==> src/rtl/i2c_port_defines.vh <==
// constants of the serial control port: address, register indices, timing
// assumes a 100 MHz core clock sampling the two-wire bus
`ifndef I2C_PORT_DEFINES_VH
`define I2C_PORT_DEFINES_VH
`define ADDR_UPPER        5'h0D
`define REG_IRQ_INDEX     8'h02
`define REG_VBAT_INDEX    8'h6D
`define REG_TEMP_INDEX    8'h6E
`define IRQ_UV_BIT        14
`define BUS_RATE_KHZ      400
`define CLK_RATE_KHZ      100000
`define CLK_PER_BUS_BIT   ((`CLK_RATE_KHZ) / (`BUS_RATE_KHZ))
`endif

==> src/rtl/i2c_register_port.v <==
// two-wire slave control port with 16-bit register words and burst access
// assumes the bus pins pass an external open-drain pad; the core logic
// owns general registers through a plain write strobe and read data port
`timescale 1ns/1ns
`include "i2c_port_defines.vh"
module i2c_register_port (
  // clock and reset
  input  wire        REF_CLK_IN,
  input  wire        RST_IN,
  // bus pins, open drain
  input  wire        SCL_IN,
  input  wire        SDA_IN,
  output reg         SDA_OUT,
  output reg         SDA_OE_OUT,
  // address straps
  input  wire        ADDR_STRAP_LSB_IN,
  input  wire        ADDR_STRAP_BIT1_IN,
  // core status
  input  wire        UV_EVENT_IN,
  input  wire [9:0]  SUPPLY_VOLTAGE_CODE_IN,
  input  wire [7:0]  DIE_TEMP_CODE_IN,
  input  wire [15:0] REG_RDATA_IN,
  // general register write access, interrupt flag and busy status
  output reg  [7:0]  REG_ADDR_OUT,
  output reg  [15:0] REG_WDATA_OUT,
  output reg         REG_WE_OUT,
  output reg         UNDERVOLTAGE_IRQ_FLAG_OUT,
  output reg         BUSY_OUT
);

// ====================================================================
// state codes
localparam ST_IDLE  = 3'h0;
localparam ST_ADDR  = 3'h1;
localparam ST_RX    = 3'h2;
localparam ST_ACK   = 3'h3;
localparam ST_TX    = 3'h4;
localparam ST_MACK  = 3'h5;
localparam ST_WAIT  = 3'h6;

// ====================================================================
// input synchronisers
// scl and sda share the same two-flop lag, so their relative order
// is kept; a skew between them would turn a data change into a false
// start or stop
reg [1:0] scl_sync_q;
reg [1:0] sda_sync_q;
reg       scl_q;
reg       sda_q;

always @(posedge REF_CLK_IN or posedge RST_IN) begin
  if (RST_IN) begin
    scl_sync_q <= 2'h3;
    sda_sync_q <= 2'h3;
    scl_q      <= 1'b1;
    sda_q      <= 1'b1;
  end else begin
    scl_sync_q <= {scl_sync_q[0], SCL_IN};
    sda_sync_q <= {sda_sync_q[0], SDA_IN};
    scl_q      <= scl_sync_q[1];
    sda_q      <= sda_sync_q[1];
  end
end

wire scl_s    = scl_sync_q[1];
wire sda_s    = sda_sync_q[1];
wire scl_rise = scl_s & ~scl_q;
wire scl_fall = ~scl_s & scl_q;
// clock sampled high on both samples so a clock edge never looks like start/stop
wire start_ev = scl_s & scl_q & sda_q & ~sda_s;
wire stop_ev  = scl_s & scl_q & ~sda_q & sda_s;

// straps: the synchronised copies are caught every cycle after reset
// moving a strap mid-run changes the address a few cycles later; a
// transfer already past its address byte is not affected
reg [1:0] strap_sync_q;
reg [1:0] strap_q;
always @(posedge REF_CLK_IN or posedge RST_IN) begin
  if (RST_IN) begin
    strap_sync_q <= 2'h0;
    strap_q      <= 2'h0;
  end else begin
    strap_sync_q <= {ADDR_STRAP_BIT1_IN, ADDR_STRAP_LSB_IN};
    strap_q      <= strap_sync_q;
  end
end
wire [6:0] my_addr = {`ADDR_UPPER, strap_q};

// under-voltage event synchroniser
reg [1:0] uv_sync_q;
always @(posedge REF_CLK_IN or posedge RST_IN) begin
  if (RST_IN)
    uv_sync_q <= 2'h0;
  else
    uv_sync_q <= {uv_sync_q[0], UV_EVENT_IN};
end

// ====================================================================
// protocol engine
// timing: pins reach the engine through two flops, so each scl edge is
// seen about three clock cycles late. the engine moves its drive at the
// seen falling edge itself, well inside the low phase, and reads
// the data line on the seen rising edge, where both lines share one lag.
// limitation: the low phase of scl must last more than three clock cycles;
// a shorter one would let the drive change while the clock is high.
// a start or stop always wins over the byte engine, whatever the state.
// the idle code has no case item of its own and lands in the default.
reg [2:0]  state_q;
reg [2:0]  bitcnt_q;
reg [7:0]  shift_q;
reg        rw_q;
reg        ptr_done_q;
reg        hi_done_q;
reg        tx_lo_q;
reg [7:0]  ptr_q;
reg [7:0]  hi_byte_q;
reg [15:0] txword_q;
reg        ack_drive_q;
reg        ack_seen_q;
reg        irq_read_q;

// read data multiplexer: local status registers overlay the general space
// it follows the pointer with no register, so a pointer step made while
// scl is high has the new word ready at the next falling edge
reg [15:0] rd_word;
always @* begin
  rd_word = REG_RDATA_IN;
  case (ptr_q)
    `REG_IRQ_INDEX:  rd_word = {1'b0, UNDERVOLTAGE_IRQ_FLAG_OUT, 14'h0000};
    `REG_VBAT_INDEX: rd_word = {6'h00, SUPPLY_VOLTAGE_CODE_IN};
    `REG_TEMP_INDEX: rd_word = {{8{DIE_TEMP_CODE_IN[7]}}, DIE_TEMP_CODE_IN};
    default:         rd_word = REG_RDATA_IN;
  endcase
end

// a start or stop in the middle of a byte drops the byte; the register pointer is kept
always @(posedge REF_CLK_IN or posedge RST_IN) begin
  if (RST_IN) begin
    state_q       <= ST_IDLE;
    bitcnt_q      <= 3'h0;
    shift_q       <= 8'h00;
    rw_q          <= 1'b0;
    ptr_done_q    <= 1'b0;
    hi_done_q     <= 1'b0;
    tx_lo_q       <= 1'b0;
    ptr_q         <= 8'h00;
    hi_byte_q     <= 8'h00;
    txword_q      <= 16'h0000;
    ack_drive_q   <= 1'b0;
    ack_seen_q    <= 1'b0;
    irq_read_q    <= 1'b0;
    SDA_OUT       <= 1'b0;
    SDA_OE_OUT    <= 1'b0;
    REG_ADDR_OUT  <= 8'h00;
    REG_WDATA_OUT <= 16'h0000;
    REG_WE_OUT    <= 1'b0;
    BUSY_OUT      <= 1'b0;
  end else begin
    REG_WE_OUT <= 1'b0;
    irq_read_q <= 1'b0;
    SDA_OUT    <= 1'b0;
    if (start_ev) begin
      state_q    <= ST_ADDR;
      bitcnt_q   <= 3'h0;
      SDA_OE_OUT <= 1'b0;
      BUSY_OUT   <= 1'b1;
      hi_done_q  <= 1'b0;
      ptr_done_q <= 1'b0;
      ack_seen_q <= 1'b0;
      tx_lo_q    <= 1'b0;
    end else if (stop_ev) begin
      state_q    <= ST_IDLE;
      SDA_OE_OUT <= 1'b0;
      BUSY_OUT   <= 1'b0;
    end else begin
      case (state_q)
        // address and received bytes: shift on each seen rising edge, decide
        // at the falling edge that ends the eighth bit
        ST_ADDR, ST_RX: begin
          if (scl_rise) begin
            shift_q  <= {shift_q[6:0], sda_s};
            bitcnt_q <= bitcnt_q + 3'h1;
          end
          if (scl_fall && bitcnt_q == 3'h0 && ack_seen_q) begin
            ack_seen_q <= 1'b0;
            if (state_q == ST_ADDR) begin
              if (shift_q[7:1] == my_addr) begin
                rw_q        <= shift_q[0];
                ack_drive_q <= shift_q[0];
                SDA_OE_OUT  <= 1'b1;
                state_q     <= ST_ACK;
                txword_q    <= rd_word;
                irq_read_q  <= shift_q[0] && (ptr_q == `REG_IRQ_INDEX);
              end else begin
                state_q <= ST_WAIT;
              end
            end else begin
              SDA_OE_OUT  <= 1'b1;
              ack_drive_q <= 1'b0;
              state_q     <= ST_ACK;
              if (!ptr_done_q) begin
                ptr_q      <= shift_q;
                ptr_done_q <= 1'b1;
              end else if (!hi_done_q) begin
                hi_byte_q <= shift_q;
                hi_done_q <= 1'b1;
              end else begin
                REG_ADDR_OUT  <= ptr_q;
                REG_WDATA_OUT <= {hi_byte_q, shift_q};
                REG_WE_OUT    <= 1'b1;
                irq_read_q    <= 1'b0;
                hi_done_q     <= 1'b0;
                ptr_q         <= ptr_q + 8'h01;
              end
            end
          end else if (scl_rise && bitcnt_q == 3'h7) begin
            ack_seen_q <= 1'b1;
          end
        end

        // ninth clock of a received byte: the acknowledge is already driven
        // and is held until the clock falls again
        ST_ACK: begin
          // hold the acknowledge low through the ninth clock
          if (scl_fall) begin
            bitcnt_q <= 3'h0;
            if (ack_drive_q) begin
              state_q    <= ST_TX;
              tx_lo_q    <= 1'b0;
              SDA_OE_OUT <= ~rd_word_bit(txword_q, 1'b0, 3'h0);
            end else begin
              state_q    <= ST_RX;
              SDA_OE_OUT <= 1'b0;
            end
          end
        end

        // sending: each seen falling edge puts out the next bit, and the
        // eighth one lets the line go for the master's answer
        ST_TX: begin
          if (scl_fall) begin
            bitcnt_q <= bitcnt_q + 3'h1;
            if (bitcnt_q == 3'h7) begin
              SDA_OE_OUT <= 1'b0;
              state_q    <= ST_MACK;
            end else begin
              SDA_OE_OUT <= ~rd_word_bit(txword_q, tx_lo_q, bitcnt_q + 3'h1);
            end
          end
        end
        // master's answer to a sent byte; an ack after the low byte steps the
        // pointer while the clock is high, so the next word is ready at the fall
        ST_MACK: begin
          if (scl_rise) begin
            ack_seen_q <= ~sda_s;
            if (tx_lo_q && !sda_s) begin
              ptr_q <= ptr_q + 8'h01;
            end
          end
          if (scl_fall) begin
            bitcnt_q   <= 3'h0;
            ack_seen_q <= 1'b0;
            if (!ack_seen_q) begin
              state_q <= ST_WAIT;
            end else if (!tx_lo_q) begin
              tx_lo_q    <= 1'b1;
              state_q    <= ST_TX;
              SDA_OE_OUT <= ~txword_q[7];
            end else begin
              tx_lo_q    <= 1'b0;
              state_q    <= ST_TX;
              txword_q   <= rd_word;
              irq_read_q <= (ptr_q == `REG_IRQ_INDEX);
              SDA_OE_OUT <= ~rd_word[15];
            end
          end
        end

        // not addressed, or read ended by the master: stay off the bus until
        // the next start or stop
        ST_WAIT: begin
          SDA_OE_OUT <= 1'b0;
        end

        // idle and unused codes: fall back to idle with the data line released
        default: begin
          state_q    <= ST_IDLE;
          SDA_OE_OUT <= 1'b0;
        end
      endcase
    end
  end
end

// bit of the outgoing word, MSB first
// idx counts bits already sent within the byte; lo picks the low byte
function rd_word_bit;
  input [15:0] w;
  input        lo;
  input [2:0]  idx;
  begin
    rd_word_bit = lo ? w[3'h7 - idx] : w[4'hF - {1'b0, idx}];
  end
endfunction

// ====================================================================
// under-voltage interrupt flag: an event wins over a read clear
// the clear comes when the word holding the flag is loaded for sending,
// so the flag value already on its way out is never lost; a held event
// keeps the flag set through any number of reads
always @(posedge REF_CLK_IN or posedge RST_IN) begin
  if (RST_IN)
    UNDERVOLTAGE_IRQ_FLAG_OUT <= 1'b0;
  else if (uv_sync_q[1])
    UNDERVOLTAGE_IRQ_FLAG_OUT <= 1'b1;
  else if (irq_read_q)
    UNDERVOLTAGE_IRQ_FLAG_OUT <= 1'b0;
end

endmodule

==> config.mk <==
export PLATFORM = sky130hd
export DESIGN_NAME = i2c_register_port
export DESIGN_NICKNAME = d
export VERILOG_FILES = /design/src/rtl/i2c_register_port.v
export VERILOG_INCLUDE_DIRS = /design/src /design/src/rtl
export SDC_FILE = /design/constraint.sdc
export NUM_CORES = 1
export LEC_CHECK = 0
export BUFFER_PORTS_ARGS = -buffer_cell sky130_fd_sc_hd__buf_4
export CORE_MARGIN = 2
export CORE_UTILIZATION = 55
export CTS_BUF_LIST = sky130_fd_sc_hd__clkbuf_8
export DETAILED_ROUTE_END_ITERATION = 7
export PLACE_DENSITY = 0.76
export SLEW_MARGIN = 30
export SYNTH_ARGS = -nofsm -noshare
export SYNTH_HDL_FRONTEND = slang
export SYNTH_SLANG_ARGS = --single-unit
==> constraint.sdc <==
create_clock -name REF_CLK_IN -period 2.9 [get_ports REF_CLK_IN]
set_clock_uncertainty 0.05 [all_clocks]
set_input_delay 0.29 -clock REF_CLK_IN [delete_from_list [all_inputs] [get_ports REF_CLK_IN]]
set_output_delay 0.29 -clock REF_CLK_IN [all_outputs]
set_load 0.02 [all_outputs]
==> impl_metrics.tcl <==
set metrics [dict create \
    first_global_vias 3434 \
    synth_ff_type "dfrtp_1" \
    pwr-share-comb_pct 34.4 \
    cp_slowest_cell "ha_1" \
    cts.reportedPaths.clkPinSlew_ps 100 \
    p_clk_share_pct 20.1 \
    p_leak_nw 2.49 \
    required_ps 3100 \
    diodes 0 \
    path_max_fanout 10 \
    ant_nets 0 \
    fin_tns_setup_ps 0 \
    slowest_delay_ps 490 \
    fillCellCount 658 \
    dr.pass1.iters 7 \
    synthTopCellsByArea "dfrtp_1 47%, mux2_2 7.4%, nand2_1 4.5%" \
    layout.nets 555 \
    die_w_um 95.3 \
    crit_start "bitcnt_q[0]$_DFFE_PP0P_" \
    grt_max_degree 55 \
    drc 0 \
    start_util_pct 56.3 \
    vdd_drop_max_mv 0.334 \
    rr_worst_depth 8 \
    period_needed_ps 2510 \
    cts_resized 0 \
    synth_cell_types 67 \
    wirelength_um 10500 \
    r2r_start "bitcnt_q[0]$_DFFE_PP0P_" \
    endpoint_kind "flip-flop" \
    num_vias 3598 \
    p_int_w 0.00262 \
    synth_edf_count 0 \
    rows 33 \
    tightest_slew_ps 696 \
    yosysMostFrequentCell "dfrtp_1" \
    drive_gt1_share_pct 29.6 \
    die_h_um 95.3 \
    netlist.top_cell.by_area "dfrtp_1" \
    path_class "flip-flop to flip-flop" \
    max_clock_freq_mhz 398 \
    synth.top_cell.area_share_pct 47.0 \
    ys_seq_area_share_pct 50.4 \
    port_buffers 68 \
    worstPathCellList "ha_1 > ha_1 > mux2_2 > nor4b_1 > nor3_1 > a21oi_1 > a2111oi_0 > o41ai_1" \
    grt.total_usage_pct 24.6 \
    cts.sinks 92 \
    seqPwrFrac_pct 45.5 \
    cp.arrival_ps 2710 \
    yosys_register_bits 92 \
    worstHoldStart "REG_RDATA_IN[13]" \
    num_io_pins 70 \
    p_sw_share_pct 39.9 \
    syn2layout_area_growth_pct 18.1 \
    async_flop_share_pct 100 \
    cpMostUsedCell "ha_1" \
    first_iter_violations 231 \
    antenna_found_initial 0 \
    crit_buf_inv 0 \
    place_area_sq_um 5150 \
    finalHoldViolations 0 \
    syn_nets 490 \
    power_density_nw_per_um2 806 \
    clk_path_buf_depth 2 \
    ys.warnings.count 0 \
    grt_first_pass_wirelength_um 17100 \
    dp_hpwl_um 7430 \
    crit_cells 8 \
    drv_cap 0 \
    rsz0062_at_grt "false" \
    stdcell_area_sq_um 5410 \
    numCtsBuffers 9 \
    h-tree-depth 3 \
    syn_area_per_cell_sq_um 10.4 \
    reg2reg_slack_ps 390 \
    synthTopCellsByCount "86 x dfrtp_1, 55 x nand2_1, 33 x nor2_1" \
    grt-ovfl-total 0 \
    final.period_utilization_pct 86.6 \
    worst_setup_path_start_kind "flip-flop" \
    p_sw_w 0.00174 \
    viasPerCell 5.85 \
    wl_per_cell_um 17.1 \
    setup_viol 0 \
    clk_latency_ps 360 \
    core_sq_um 8130 \
    syn-cell-area_sq_um 4580 \
    crit_end "SDA_OE_OUT$_DFFE_PP0P_" \
    slew_headroom_pct 53.6 \
    worstReg2RegEnd "SDA_OE_OUT$_DFFE_PP0P_" \
    maxSlewViolCount 0 \
    synthCells 440 \
    cts_root_buffer "clkbuf_8" \
    status "completed" \
    min_path_type "primary input to flip-flop" \
    gp_congestion 0.891 \
    cpLargestDelayFamily "adder cells" \
    dieArea_sq_um 9080 \
    cts_tree "built" \
]
[tightest hold or removal path, delay by kind of cell]
family | cells | cell delay [ps]
AOI/OAI and AO/OA | 2 | 180
buffers and inverters | 1 | 70
[how the worst min path moves through the flow]
stage	to	slack, ps	depth (start not counted)
final	txword_q[13]$_DFFE_PP0P_	180	3
after global routing	txword_q[13]$_DFFE_PP0P_	170	3
after CTS	txword_q[13]$_DFFE_PP0P_	180	3
after detailed placement	strap_q[0]$_DFF_PP0_	290	0
after global placement	strap_q[0]$_DFF_PP0_	290	0
after floorplan	scl_sync_q[0]$_DFF_PP1_	240	0
[layout by cell type (no fill, tap or decap), types with 10 or more instances in the layout]
cell type / instances
mux2_2: 30
nand3_1: 18
buf_4: 72
nor2_1: 33
o21ai_0: 20
a21oi_2: 10
a21oi_1: 29
inv_1: 12
nand2_1: 55
dfrtp_1: 86
[metrics by stage]
step           utilization, %  power, W  hold slack, ps  cells  worst slack [ps]
2_1_floorplan               -   0.00307             244    440               178
3_3_place_gp             63.3   0.00342             288    593               504
3_5_place_dp             63.3   0.00347             286    593               423
4_1_cts                  66.5   0.00436             178    615               389
5_1_grt                  66.5   0.00467             172    615               198
6_report                 66.5   0.00436             181    615               390
[state kept, by name (all words and copies together) (netlist names), 2 cells and up]
register,flops
strap_q,2
state_q,3
sda_sync_q,2
scl_sync_q,2
bitcnt_q,3
strap_sync_q,2
txword_q,16
ptr_q,8
shift_q,8
hi_byte_q,8
uv_sync_q,2
REG_WDATA_OUT,16
REG_ADDR_OUT,8
[area by class of cell]
type	instances	area, sq um	area share (%)
Clock inverter	7	75.1	1.39
Multi-Input combinational cell	309	2080	38.5
Sequential cell	92	2310	42.7
Clock buffer	9	124	2.29
Inverter	13	50.0	0.925
Timing Repair Buffer	80	641	11.8
Tap cell	105	131	2.43
[power groups by stage]
stage | logic, W | clock network, W | registers (W)
after floorplan | 0.00129 | 0 | 0.00178
after global placement | 0.00144 | 0 | 0.00198
after detailed placement | 0.00147 | 0 | 0.00200
after CTS | 0.00149 | 0.000894 | 0.00197
after global routing | 0.00169 | 0.000946 | 0.00203
final | 0.00150 | 0.000878 | 0.00198
[logic make-up after synthesis]
family	Yosys count	share of synthesized area (%)
AND/OR/NAND/NOR	153	17.4
other	1	0.0818
AO/OA/AOI/OAI	105	15.8
buffers and inverters	39	4.18
XOR/XNOR	4	0.765
multiplexers	37	8.90
flip-flops	92	50.4
adder cells (fa/ha/maj)	9	2.46
[metal layers]
metal  part of all wire (%)  GRT usage, %  routed length, um  vias to the layer above
met4                    1.2          7.25                130                        0
li1                       -             -                  -                     1709
met2                     50          40.3               5230                      113
met5                      0             0                  0                        -
met1                     43          33.4               4560                     1763
met3                    5.7          4.82                604                       13
[what timing repair did]
item	4_1_cts	5_1_grt
hold buffers	6	0
endpoints found under the hold margin	37	0
setup endpoints to repair	0	0
buffers inserted	0	0
Power figures use the tool's default switching activity.
